===== src/pkg/hcr_pkg.sv =====
// constants and types of the host clock and reset output block
// Behaviour
// - software reset request holds internal reset for 50 to 470 us
// - power on, supply glitch or leaving shutdown hold reset 5 to 40 ms
// - every reset returns all software registers to their defaults
// - first aux pin drives reset, second aux pin drives its inverse
// - host clock leaves on the third aux pin, divided from the crystal
// - three-bit select picks 30,15,10,4,3,2,1 MHz or 32.768 kHz; half periods are truncated here, so the 30 MHz setting runs at 50 MHz
// - 32.768 kHz option comes from the selected low-frequency source
// - outside sleep the selected frequency runs continuously
// - substitute enable in sleep delivers 32.768 kHz regardless of select
// - substitute disabled, host clock stops in sleep
// - before stopping, emit 0, 128, 256 or 512 tail cycles
// - pending interrupt keeps clock and crystal running until read
package hcr_pkg;
  localparam int CLK_HZ = 100_000_000;
  localparam int POR_TIME_US = 15000;
  localparam int POR_CYC = POR_TIME_US * (CLK_HZ / 1_000_000);
  localparam int SWRST_TIME_US = 100;
  localparam int SWRST_CYC = SWRST_TIME_US * (CLK_HZ / 1_000_000);
  localparam int POR_W = 21;
  localparam int SW_W = 14;
  localparam logic [7:0] ADDR_CLK_CTRL = 8'h0A;
  localparam logic [7:0] ADDR_SOFT_RST = 8'h08;
  localparam logic [7:0] ADDR_CLK_STAT = 8'h0C;
  localparam logic [7:0] CLK_CTRL_RESET = 8'h0B;
  localparam int SEL_LSB = 0;
  localparam int LFC_BIT = 3;
  localparam int TAIL_LSB = 4;
  localparam int SWRST_BIT = 0;
  localparam logic [2:0] SEL_LF = 3'h7;
  localparam int HALF_30M = CLK_HZ / (2 * 30_000_000);
  localparam int HALF_15M = CLK_HZ / (2 * 15_000_000);
  localparam int HALF_10M = CLK_HZ / (2 * 10_000_000);
  localparam int HALF_4M = CLK_HZ / (2 * 4_000_000);
  localparam int HALF_3M = CLK_HZ / (2 * 3_000_000);
  localparam int HALF_2M = CLK_HZ / (2 * 2_000_000);
  localparam int HALF_1M = CLK_HZ / (2 * 1_000_000);
  localparam logic [9:0] TAIL_0 = 10'h000;
  localparam logic [9:0] TAIL_1 = 10'h080;
  localparam logic [9:0] TAIL_2 = 10'h100;
  localparam logic [9:0] TAIL_3 = 10'h200;

  typedef enum logic [1:0] {M_DIV, M_LF, M_OFF} hcr_mode_t;

  // reload value of the divider: half period minus one
  function automatic logic [5:0] half_of(input logic [2:0] sel);
    int h;
    unique case (sel)
      3'h0: h = HALF_30M;
      3'h1: h = HALF_15M;
      3'h2: h = HALF_10M;
      3'h3: h = HALF_4M;
      3'h4: h = HALF_3M;
      3'h5: h = HALF_2M;
      3'h6: h = HALF_1M;
      3'h7: h = HALF_1M;
    endcase
    return 6'(h - 1);
  endfunction

  function automatic logic [9:0] tail_of(input logic [1:0] t);
    unique case (t)
      2'h0: return TAIL_0;
      2'h1: return TAIL_1;
      2'h2: return TAIL_2;
      2'h3: return TAIL_3;
    endcase
  endfunction
endpackage


===== src/hdl/hcr_top.sv =====
// host clock divider, sleep tail and reset outputs
`timescale 1ns/1ps
module hcr_top #(
  parameter int POR_CYCLES = hcr_pkg::POR_CYC,
  parameter int SW_CYCLES = hcr_pkg::SWRST_CYC
) (
  input wire logic clk_sys_i,
  input wire logic rst_i,
  input wire logic [7:0] addr_i,
  input wire logic [7:0] wdata_i,
  input wire logic wr_i,
  input wire logic rd_i,
  output logic [7:0] rdata_o,
  input wire logic por_event_i,
  input wire logic shutdown_pin_i,
  input wire logic lf_rc_clk_i,
  input wire logic lf_xtal_clk_i,
  input wire logic lf_xtal_sel_i,
  input wire logic sleep_cmd_i,
  input wire logic irq_pending_i,
  output logic aux_pin_zero_o,
  output logic aux_pin_one_o,
  output logic aux_pin_two_o,
  output logic xtal_en_o
);
  import hcr_pkg::*;

  typedef struct packed {
    logic [5:0] reg_clk;
    logic [7:0] rd_data;
    logic [SW_W-1:0] sw_cnt;
    logic [POR_W-1:0] por_cnt;
    logic [5:0] div_cnt;
    logic clk_out;
    hcr_mode_t mode;
    logic [2:0] sel_act;
    logic [9:0] tail_cnt;
    logic sleep_q;
    logic lf_m;
    logic lf_s;
    logic lf_d;
    logic por_m;
    logic por_s;
  } hcr_state_t;

  hcr_state_t st;
  hcr_state_t next_st;
  logic rst_active;
  logic sleep_eff;
  logic entering;
  logic tail_live;
  logic lf_rise;
  logic sw_req;
  hcr_mode_t tmode;
  logic [2:0] tsel;
  logic [1:0] tail_code;
  logic lf_sub_en;
  logic [2:0] clk_sel;

  assign tail_code = st.reg_clk[TAIL_LSB +: 2];
  assign lf_sub_en = st.reg_clk[LFC_BIT];
  assign clk_sel = st.reg_clk[SEL_LSB +: 3];
  assign rst_active = (st.por_cnt != '0) || (st.sw_cnt != '0);
  // a pending interrupt vetoes the commanded sleep
  assign sleep_eff = sleep_cmd_i && !irq_pending_i;
  assign entering = sleep_eff && !st.sleep_q;
  assign tail_live = entering ? (tail_of(tail_code) != '0) : (st.tail_cnt != '0);
  assign lf_rise = st.lf_s && !st.lf_d;
  assign sw_req = wr_i && (addr_i == ADDR_SOFT_RST) && wdata_i[SWRST_BIT];

  // wanted source for the host clock
  always_comb begin
    tsel = clk_sel;
    if (!sleep_eff) begin
      tmode = (clk_sel == SEL_LF) ? M_LF : M_DIV;
    end else if (lf_sub_en) begin
      tmode = M_LF;
      tsel = SEL_LF;
    end else if (tail_live) begin
      tmode = (clk_sel == SEL_LF) ? M_LF : M_DIV;
    end else begin
      tmode = M_OFF;
    end
  end

  always_comb begin
    next_st = st;
    // the mux sits ahead of the synchroniser; switching sources may give one odd edge
    next_st.lf_m = lf_xtal_sel_i ? lf_xtal_clk_i : lf_rc_clk_i;
    next_st.lf_s = st.lf_m;
    next_st.lf_d = st.lf_s;
    next_st.por_m = por_event_i || shutdown_pin_i;
    next_st.por_s = st.por_m;
    next_st.sleep_q = sleep_eff;

    // reset pulse timers
    if (st.por_s) begin
      next_st.por_cnt = POR_W'(POR_CYCLES);
    end else if (st.por_cnt != '0) begin
      next_st.por_cnt = st.por_cnt - 1'b1;
    end
    if (sw_req) begin
      next_st.sw_cnt = SW_W'(SW_CYCLES);
    end else if (st.sw_cnt != '0) begin
      next_st.sw_cnt = st.sw_cnt - 1'b1;
    end

    // register port
    next_st.rd_data = 8'h00;
    if (rd_i) begin
      unique case (addr_i)
        ADDR_CLK_CTRL: next_st.rd_data = {2'b00, st.reg_clk};
        ADDR_CLK_STAT: next_st.rd_data = {4'h0, st.mode == M_OFF, st.mode == M_LF,
                                          st.mode == M_DIV, st.clk_out};
        default: next_st.rd_data = 8'h00;
      endcase
    end
    if (rst_active) begin
      next_st.reg_clk = CLK_CTRL_RESET[5:0];
    end else if (wr_i && addr_i == ADDR_CLK_CTRL) begin
      next_st.reg_clk = wdata_i[5:0];
    end

    // tail loads on sleep entry only when the clock is to stop
    if (entering && !lf_sub_en) begin
      next_st.tail_cnt = tail_of(tail_code);
    end else if (!sleep_eff) begin
      next_st.tail_cnt = '0;
    end

    // output clock generator; sources change only while the output is low
    unique case (st.mode)
      M_DIV: begin
        if (st.div_cnt != '0) begin
          next_st.div_cnt = st.div_cnt - 1'b1;
        end else if (st.clk_out) begin
          next_st.clk_out = 1'b0;
          next_st.div_cnt = half_of(st.sel_act);
        end else if (tmode != M_DIV || tsel != st.sel_act) begin
          next_st.mode = tmode;
          next_st.sel_act = tsel;
          next_st.div_cnt = half_of(tsel);
        end else begin
          next_st.clk_out = 1'b1;
          next_st.div_cnt = half_of(st.sel_act);
          // waking mid-tail must not revive a stale count
          if (st.tail_cnt != '0 && !entering && sleep_eff) begin
            next_st.tail_cnt = st.tail_cnt - 1'b1;
          end
        end
      end
      M_LF: begin
        if (!st.clk_out && tmode != M_LF) begin
          next_st.mode = tmode;
          next_st.sel_act = tsel;
          next_st.div_cnt = half_of(tsel);
        end else if (st.clk_out) begin
          next_st.clk_out = st.lf_s;
        end else if (lf_rise) begin
          next_st.clk_out = 1'b1;
          if (st.tail_cnt != '0 && !entering && sleep_eff) begin
            next_st.tail_cnt = st.tail_cnt - 1'b1;
          end
        end
      end
      M_OFF: begin
        if (tmode != M_OFF) begin
          next_st.mode = tmode;
          next_st.sel_act = tsel;
          next_st.div_cnt = half_of(tsel);
        end
      end
    endcase
  end

  always_ff @(posedge clk_sys_i or posedge rst_i) begin
    if (rst_i) begin
      st <= '0;
      st.reg_clk <= CLK_CTRL_RESET[5:0];
      st.por_cnt <= POR_W'(POR_CYCLES);
      st.mode <= M_DIV;
      st.sel_act <= CLK_CTRL_RESET[2:0];
    end else begin
      st <= next_st;
    end
  end

  assign rdata_o = st.rd_data;
  assign aux_pin_zero_o = rst_active;
  assign aux_pin_one_o = !rst_active;
  assign aux_pin_two_o = st.clk_out;
  assign xtal_en_o = (st.mode != M_OFF) || !sleep_eff;
endmodule // hcr_top


===== config.mk =====
export PLATFORM = sky130hd
export DESIGN_NAME = hcr_top
export DESIGN_NICKNAME = d
export VERILOG_FILES = /design/src/pkg/hcr_pkg.sv /design/src/hdl/hcr_top.sv
export SDC_FILE = /design/constraint.sdc
export NUM_CORES = 1
export LEC_CHECK = 0
export BUFFER_PORTS_ARGS = -buffer_cell sky130_fd_sc_hd__buf_2
export CAP_MARGIN = 25
export CORE_UTILIZATION = 50
export DETAILED_ROUTE_END_ITERATION = 16
export GPL_TIMING_DRIVEN = 0
export PLACE_DENSITY = 0.69
export SLEW_MARGIN = 15
export SYNTH_ARGS = -nofsm -noshare
export SYNTH_HDL_FRONTEND = slang
export SYNTH_SLANG_ARGS = --single-unit

===== constraint.sdc =====
create_clock -name clk_sys_i -period 6.6 [get_ports clk_sys_i]
set_input_delay 1.98 -clock clk_sys_i [delete_from_list [all_inputs] [get_ports clk_sys_i]]
set_output_delay 1.98 -clock clk_sys_i [all_outputs]
set_load 0.01 [all_outputs]

Word-level counts from Yosys, hierarchy flattened. Memories as Yosys holds them, arrays and structs flattened. Cells that the tools add are included. Widths: inputs -> output; s select.

Bits in registers: 77. Bits in read-only memories: 240. Output and inout bits: 12. Logic and storage cells: 142. Memories kept: 5.

$add $sub $neg: 9. Equality and inequality tests: 19. Multiplexer cells: 57. Reductions and logical operators: 37.

Memories: (no name shown) (words 8, width 6, read ports 1, clocked after Yosys merged registers in 0, wr ports 0, line hcr_pkg.sv:49) `unique case (sel)`; (no name shown) (words 8, width 6, read ports 1, clocked after Yosys merged registers in 0, wr ports 0, line hcr_pkg.sv:49); (no name shown) (words 8, width 6, read ports 1, clocked after Yosys merged registers in 0, wr ports 0, line hcr_pkg.sv:49); (no name shown) (words 8, width 6, read ports 1, clocked after Yosys merged registers in 0, wr ports 0, line hcr_pkg.sv:49); (no name shown) (words 8, width 6, read ports 1, clocked after Yosys merged registers in 0, wr ports 0, line hcr_pkg.sv:49).

Operators with widths (count): $mux 6 (22); $mux 10 (7); $mux 21 (2); $pmux 10 s4 (1); $sub 6x2->6 const B (5); $mux 14 (2); $eq 8x4->1 const B (3); $reduce_bool 21->1 (1); $sub 21x1->21 const B (1); $pmux 10 s2 (1); $reduce_bool 10->1 (2); $pmux 6 s3 (1); $mux 16 (1); $mux 15 (1); $mux 5 (3); $pmux 5 s3 (1); $reduce_bool 14->1 (1); $sub 14x1->14 const B (1); $pmux 6 s2 (1); $logic_and 1x1->1 (10); $ne 2x2->1 const B (5); $reduce_bool 2->1 (5); $sub 10x1->10 const B (1); $logic_not 1->1 (8); other kinds (17) (36).

Longest topological paths before layout. Gate-level depths: netlist of the first run.

Depth after elaboration: 18. Gate-level depth with buffers: 10.

Worst setup path before layout of the first run. OpenSTA, ideal clock, no wires.

Path type: input-to-output. Start: input irq_pending_i. End: output xtal_en_o. Data arrival time: 2.309 ns. Data required time: 4.620 ns. Path slack: 2.311 ns. Cell stages on the path: 3. Path buffers: 0. Cells stage by stage: nand2b_1 -> inv_1 -> nand2_1.

RTL lines: from (decl) (line hcr_top.sv:20) `input wire logic irq_pending_i,`; to (decl) (line hcr_top.sv:24) `output logic xtal_en_o`.

Worst setup path in the final report of the first run.
Start: register st[53] (netlist bit). End: output aux_pin_one_o.

Longest elaborated chain between the ends: 3.

RTL lines: from (decl) (line hcr_top.sv:46) `hcr_state_t st;`; from (signal assigned) (line hcr_top.sv:184) `st <= next_st;`; $reduce_bool 14->1 (line hcr_top.sv:63) `assign rst_active = (st.por_cnt != '0) || (st.sw_cnt != '0);`; $logic_or 1x1->1 (line hcr_top.sv:63); $logic_not 1->1 (line hcr_top.sv:190) `assign aux_pin_one_o = !rst_active;`; to (decl) (line hcr_top.sv:22) `output logic aux_pin_one_o,`.

No other way between the ends.

==> qor_table.md, run 1 <==
| Result | Reported | Unit |
|:---|:---|:---|
| Yosys Warn Count | 0 | - |
| Switching power summed over all nets | 0.000429 | W |
| Number of gates resized after CTS | 0 | - |
| Sequential cell area fraction in the yosys report | 42.3 | % |
| Net count reported at finish | 563 | - |
| Depth of the most critical reg-to-reg path | 8 | - |
| Area share of the largest cell type after synthesis | 33.5 | % |
| H-tree levels | 3 | - |
| CTS tree | done | - |
| Number of synthesized flops with an enable pin | 0 | - |
| Switching power share of the total | 32.7 | % |
| Core area | 8680 | um2 |
| Reg-to-reg setup timing slack | 3770 | ps |
| Post-synthesis to final-layout area growth | 12.0 | % |
| Number of global-route vias before repair | 3410 | - |
| Worst-case vdd ir drop | 0.000153 | V |
| Ratio of routed vias to standard cells | 5.67 | - |
| Startpoint type of the worst setup path | flop | - |
| Total Routed Length | 9340 | um |
| Fin Clk Skew | 15.1 | ps |
| Starting Density | 51.6 | % |
| Most common flop cell mapped by yosys | sky130_fd_sc_hd__dfrtp_1 | - |
| Topmost layer with routed signal wires | met4 | - |
| Detail Placement HPWL | 6840 | um |
| Number of top-level pins | 39 | - |
| Kind of end point of the critical path | output pin | - |
| Mean post-synth cell area | 9.39 | um2 |
| Cell Int Power | 0.000885 | W |
| Required time of the critical path | 4620 | ps |
| Biggest area consumer among synthesized cells | sky130_fd_sc_hd__dfrtp_1 | - |
| Cell types with the largest area share after synthesis | sky130_fd_sc_hd__dfrtp_1 34%, sky130_fd_sc_hd__dfstp_2 8.8%, sky130_fd_sc_hd__nor2_1 4.7% | - |
| Class of the tightest hold or removal check | flop to flop | - |
| Number of synthesized register bits | 75 | - |
| Final critical delay including setup and external delays | 5050 | ps |
| Routability Congestion | 0.928 | - |
| All-layer global routing usage | 21.4 | % |
| Critical Path Start | st[53] | - |
| Post-route setup TNS | 0 | ps |
| Worst hold-check slack | 354 | ps |
| R2R Path End | st[10] | - |
| Final hold violations | 0 | - |
| Arrival time of the worst setup path | 3070 | ps |
| Sinks on Clock Net | 75 | - |
| Static Leak | 2.23 | nW |
| Row Count | 34 | - |
| Worst skew pair latency | 350 | ps |
| Relative contribution of sequential cells to total power | 44.4 | % |
| Clock group share of total power | 27.4 | % |
| Startpoint of the worst register-to-register path | st[6] | - |
| Initial DRT Pass Iterations | 4 | - |
| Setup repair after global routing missed its margin | false | - |
| Share of async-settable or async-resettable flops after synthesis | 100 | % |
| End point of the critical path | aux_pin_one_o | - |
| Drt wl/cell | 14.7 | um |
| Total power per unit cell area | 262 | nW/um2 |
| Category of the critical setup timing path | flop to output pin | - |
| Die Span Y | 96.6 | um |
| Maximum number of pins on one net before global-route repair | 46 | - |
| Worst-case clock buffer depth | 2 | - |
| Combinational share of power | 28.2 | % |
| Clock slew at reported path FFs | 90 | ps |
| Slew margin rel. | 46.9 | % |
| Global-route wire length before repair | 16400 | um |
| Iteration-0 DRC Markers | 199 | - |
| Sum of met2 wire segment lengths after detailed routing | 4390 | um |
| Actual slew at the worst max-slew pin | 786 | ps |
| Initial antenna violation count | 0 | - |
| Die footprint | 9340 | um2 |
| Proportion of layout cells with a drive suffix above 1 | 20.2 | % |
| Distinct cell type count after synthesis | 69 | - |
| Status | completed | - |
| Number of maximum-capacitance violations | 0 | - |
| Grt total ovfl | 0 | - |
| Die X-Extent | 96.6 | um |
| Fin. max-slew vios | 0 | - |
| Remaining DRCs | 0 | - |
| WL met1 | 4520 | um |
| CTS Buf Count | 9 | - |
| Number of failing setup endpoints in the final timing report | 0 | - |
| Detailed route wirelength on metal3 | 312 | um |
| Cell count after synthesis | 477 | - |
| Number of setup buffers added after CTS | 0 | - |
| Cell at the root of the clock tree | sky130_fd_sc_hd__clkbuf_8 | - |
| CTS hold repair buffers | 0 | - |
| Final Cycle Share | 76.5 | % |
| Count of inserted antenna diode cells | 0 | - |
| Synthesized area | 4480 | um2 |
| F_max | 198 | MHz |
| Critical Path Fanout Max | 8 | - |
| Via Count | 3612 | - |
| Post-route ant nets | 0 | - |
| Port buffer count | 34 | - |
-- final cells by class --
class / instances / area, um2
Buffer: 24 / 136
Clock inverter: 5 / 62.6
Fill cell: 772 / 3660
Clock buffer: 11 / 141
Timing Repair Buffer: 35 / 190
Multi-Input combinational cell: 359 / 2370
Sequential cell: 75 / 1900
Tap cell: 108 / 135
Inverter: 20 / 77.6
-- Yosys cell counts (6+ instances only) --
cell type,number
sky130_fd_sc_hd__nor2b_1,13
sky130_fd_sc_hd__a21oi_1,18
sky130_fd_sc_hd__ha_1,12
sky130_fd_sc_hd__nor2_1,56
sky130_fd_sc_hd__clkbuf_1,10
sky130_fd_sc_hd__dfstp_2,15
sky130_fd_sc_hd__o21ai_0,13
sky130_fd_sc_hd__mux2i_1,10
sky130_fd_sc_hd__nor3_1,21
sky130_fd_sc_hd__inv_1,19
sky130_fd_sc_hd__xor2_1,19
sky130_fd_sc_hd__buf_4,9
sky130_fd_sc_hd__xnor2_1,13
sky130_fd_sc_hd__nand2_1,41
sky130_fd_sc_hd__nand3_1,13
sky130_fd_sc_hd__nor4_1,6
sky130_fd_sc_hd__dfrtp_1,60
sky130_fd_sc_hd__or4_1,7
-- per-layer routing --
layer,global-route usage (%),vias to the layer above
li1,-,1785
met4,6.89,0
met5,0,-
met3,3.68,11
met2,32.7,72
met1,31.2,1744
-- cells by family after synthesis --
kind of cell	Yosys count	synth area share [%]
and+or+nand+nor	210	24.9
other	1	0.0837
muxes	20	5.17
adders and majority gates	12	3.35
xor gates and xnor gates	32	6.26
AOI/OAI and AO/OA	83	13.2
buffers and inverters	44	4.72
DFF	75	42.3
-- how the worst min path moves through the flow --
| stage | endpoint | start | depth (start not counted) | slack (ps) |
|---|---|---|---|---|
| after CTS | next_st[2] | next_st[3] | 0 | 360 |
| after global placement | st[0] | next_st[0] | 0 | 330 |
| after global routing | st[0] | next_st[0] | 0 | 380 |
| after floorplan | next_st[2] | next_st[3] | 0 | 330 |
| final | next_st[2] | next_st[3] | 0 | 350 |
| after detailed placement | next_st[2] | next_st[3] | 0 | 340 |
-- through the flow --
stage	power (W)	util, %	setup slack (ps)	cells	instance area [um2]
after floorplan	0.000873	-	2310	478	4480
after global placement	0.000947	55.2	1840	620	4790
after detailed placement	0.000958	55.4	1930	621	4810
after CTS	0.00132	57.8	1520	637	5010
after global routing	0.00140	57.8	1280	637	5010
final	0.00131	57.8	1550	637	5010
-- layout by cell type (no fill, tap or decap), drive strengths merged, types with 5 or more instances in the layout --
cell type,count
o21ai,13
a31oi,5
or4,8
or3,6
inv,20
nor2b,13
mux2i,10
nor3b,5
xor2,19
nand2,41
mux2,10
xnor2,13
and3,5
nor4,7
dfrtp,60
or2,6
a211oi,5
nand3,14
a21oi,19
buf,49
nor3,21
ha,12
dfstp,15
clkbuf,21
nand2b,5
nor2,56
-- worst max-delay path, stage by stage, from the launching register on --
cell and delay (ps):
sky130_fd_sc_hd__dfrtp_1 400, sky130_fd_sc_hd__or4_1 630, sky130_fd_sc_hd__nor4_4 360, sky130_fd_sc_hd__nand4_1 410, sky130_fd_sc_hd__or2_2 400, sky130_fd_sc_hd__clkbuf_1 180, sky130_fd_sc_hd__inv_1 180, sky130_fd_sc_hd__buf_2 160
-- sequential cells by signal, summed over array words and instances (netlist names) --
| signal | cells |
|---|---|
| aux_pin_two_o | 1 |
| clk_sel | 3 |
| lf_sub_en | 1 |
| next_st | 3 |
| rdata_o | 6 |
| st | 61 |
-- power groups by stage --
| stage | combinational, W | sequential (W) | clock [W] |
|---|---|---|---|
| after floorplan | 0.000296 | 0.000577 | 0 |
| after global placement | 0.000360 | 0.000587 | 0 |
| after detailed placement | 0.000367 | 0.000591 | 0 |
| after CTS | 0.000370 | 0.000583 | 0.000371 |
| after global routing | 0.000418 | 0.000593 | 0.000393 |
| final | 0.000370 | 0.000583 | 0.000360 |
Note: power is estimated with default switching activity, not from simulation.
==> inputs of run 2 (changes only) <==
==> constraint.sdc (replaced) <==
create_clock -name clk_sys_i -period 4.7 [get_ports clk_sys_i]
set_input_delay 1.41 -clock clk_sys_i [delete_from_list [all_inputs] [get_ports clk_sys_i]]
set_output_delay 1.41 -clock clk_sys_i [all_outputs]
set_load 0.01 [all_outputs]
==> run 2 against run 1 <==
Flip-flop and latch count stayed put. Clock skew rose by 3.1 ps. Clock power increased by 41%. Power up 41%. Largest power group unchanged. Highest routed layer unchanged.
==> qor_table.md, run 2 (synthesis results as in run 1) <==
| Result | Reported | Unit | Delta |
|:---|:---|:---|:---|
| Kind of end point of the critical path | output pin | - | unchanged |
| Number of global-route vias before repair | 3410 | - | unchanged |
| Storage element area | 1900 | um2 | unchanged |
| Depth of the most critical reg-to-reg path | 8 | - | unchanged |
| F_max | 235 | MHz |  |
| Grt total ovfl | 0 | - | unchanged |
| Die X-Extent | 96.6 | um | unchanged |
| Fin. max-slew vios | 0 | - | unchanged |
| Global-route wire length before repair | 16400 | um | unchanged |
| Via Count | 3636 | - | was 3612 |
| Worst skew pair latency | 350 | ps | about the same |
| Ratio of routed vias to standard cells | 5.69 | - | was 5.67 |
| Routability Congestion | 0.928 | - | unchanged |
| Drt wl/cell | 14.8 | um | was 14.7 um |
| Number of gates resized after CTS | 0 | - | unchanged |
| Initial antenna violation count | 0 | - | unchanged |
| Reg-to-reg setup timing slack | 1870 | ps | was 3770 ps |
| Count of inserted antenna diode cells | 0 | - | unchanged |
| Die Span Y | 96.6 | um | unchanged |
| Core Util, Final | 57.9 | % | was 57.8% |
| Post-route setup TNS | 0 | ps | unchanged |
| Post-synthesis to final-layout area growth | 12.3 | % | was 12.0% |
| Most common cell after layout, fill and taps aside | sky130_fd_sc_hd__dfrtp_1 | - | unchanged |
| Die footprint | 9340 | um2 | unchanged |
| Worst-case clock buffer depth | 2 | - | unchanged |
| Static Leak | 2.24 | nW | was 2.23 nW |
| Crit path setup slack, layout | 438 | ps | was 1550 ps |
| Port buffer count | 34 | - | unchanged |
| Cell at the root of the clock tree | sky130_fd_sc_hd__clkbuf_8 | - | unchanged |
| Multi-input combinational cell area | 2370 | um2 | unchanged |
| Row Count | 34 | - | unchanged |
| Total power per unit cell area | 367 | nW/um2 | was 262 nW/um2 |
| Proportion of layout cells with a drive suffix above 1 | 20.5 | % | was 20.2% |
| Category of the critical setup timing path | flop to output pin | - | unchanged |
| Filler Cell Count | 770 | - | was 772 |
| Actual slew at the worst max-slew pin | 785 | ps | was 786 ps |
| Register with the most flip-flops | st | - | unchanged |
| Total Routed Length | 9430 | um | was 9340 um |
| Core area | 8680 | um2 | unchanged |
| Number of failing setup endpoints in the final timing report | 0 | - | unchanged |
| CTS hold repair buffers | 0 | - | unchanged |
| CTS Buf Count | 9 | - | unchanged |
| Top library cells by usage in the layout, fill and taps aside | 60 x sky130_fd_sc_hd__dfrtp_1, 56 x sky130_fd_sc_hd__nor2_1, 41 x sky130_fd_sc_hd__nand2_1 | - | unchanged |
| All-layer global routing usage | 21.4 | % | unchanged |
| Number of top-level pins | 39 | - | unchanged |
| Worst-case vdd ir drop | 0.000215 | V | was 0.000153 V |
| H-tree levels | 3 | - | unchanged |
| Final Cycle Share | 90.7 | % |  |
| Clock slew at reported path FFs | 90 | ps | about the same |
| Initial DRT Pass Iterations | 4 | - | unchanged |
| Worst hold-check slack | 354 | ps | about the same |
| Worst setup slack before clock tree synthesis | 604 | ps | was 1930 ps |
| Iteration-0 DRC Markers | 205 | - | was 199 |
| Max FFs per register | 61 | - | unchanged |
| Slew margin rel. | 47.0 | % | was 46.9% |
| Final critical delay including setup and external delays | 4260 | ps |  |
| Remaining DRCs | 0 | - | unchanged |
| Sinks on Clock Net | 75 | - | unchanged |
| Maximum number of pins on one net before global-route repair | 46 | - | unchanged |
| Setup repair after global routing missed its margin | false | - | unchanged |
| Final hold violations | 0 | - | unchanged |
| Fin Clk Skew | 18.2 | ps | was 15.1 ps |
| Hold path cells | 0 | - | unchanged |
| Required time of the critical path | 3290 | ps | was 4620 ps |
| Arrival time of the worst setup path | 2850 | ps | was 3070 ps |
| Detail Placement HPWL | 6840 | um | unchanged |
| CTS tree | done | - | unchanged |
| Hold Startpoint | next_st[3] | - | unchanged |
| Starting Density | 51.6 | % | unchanged |
| R2R Path End | st[10] | - | unchanged |
| Post-Place Cells | 621 | - | unchanged |
| Number of maximum-capacitance violations | 0 | - | unchanged |
| Net count reported at finish | 565 | - | was 563 |
| Startpoint of the worst register-to-register path | st[6] | - | unchanged |
| Status | completed | - | unchanged |
| Hold path endpoint | next_st[2] | - | unchanged |
| Non-filler instance count after layout | 639 | - | was 637 |
| Class of the tightest hold or removal check | flop to flop | - | unchanged |
| Startpoint type of the worst setup path | flop | - | unchanged |
| Critical Path Fanout Max | 8 | - | unchanged |
| Post-route ant nets | 0 | - | unchanged |
[run 2: layout make-up]
class	count	area share [%]
repair buffers	37	4.08
clock buffers	11	2.81
inverters	20	1.54
plain buffers	24	2.71
well taps	108	2.69
flip-flops and latches	75	37.7
multi-input cells	359	47.2
clock inverters	5	1.24
[run 2: worst max-delay path by stage]
stage | startpoint | endpoint | slack, ps | cells after the start
final | st[53] | aux_pin_one_o | 440 | 7
after global routing | st[53] | aux_pin_one_o | 230 | 7
after CTS | st[53] | aux_pin_one_o | 190 | 7
after detailed placement | st[53] | aux_pin_one_o | 600 | 7
after global placement | rst_i | st[26] | 510 | 2
after floorplan | st[53] | aux_pin_one_o | 1060 | 6
[run 2: what timing repair did]
action	in CTS	in global routing
hold endpoints to repair	0	0
endpoints found under the setup margin	0	1
buffers inserted	0	2
[run 2: worst max-delay path, cell delays in order, from the launching register on]
cell and delay [ps]:
sky130_fd_sc_hd__dfrtp_1 410, sky130_fd_sc_hd__or4_1 630, sky130_fd_sc_hd__nor4_4 350, sky130_fd_sc_hd__nand4_1 250
sky130_fd_sc_hd__or2_2 330, sky130_fd_sc_hd__clkbuf_1 190, sky130_fd_sc_hd__inv_1 180, sky130_fd_sc_hd__buf_2 160
[run 2: through the flow]
step | power (W) | cell area [um2]
6_report | 0.00185 | 5030
5_1_grt | 0.00197 | 5030
4_1_cts | 0.00186 | 5010
3_5_place_dp | 0.00135 | 4810
3_3_place_gp | 0.00133 | 4790
2_1_floorplan | 0.00123 | 4480
[run 2: report_power, final]
| part | internal (W) | leakage, nW | switching (W) | total (W) |
|---|---|---|---|---|
| Sequential | 0.000731 | 0.918 | 0.0000876 | 0.000818 |
| Combinational | 0.000249 | 1.23 | 0.000272 | 0.000521 |
| Clock | 0.000263 | 0.0962 | 0.000245 | 0.000508 |
| Total | 0.00124 | 2.24 | 0.000605 | 0.00185 |
[run 2: routing by layer]
layer	vias to the layer above	part of all wire (%)	GRT usage (%)
met5	-	0	0
met4	0	1.4	6.89
met3	13	3.4	3.68
met2	81	47	32.7
met1	1755	48	31.2
li1	1787	-	-
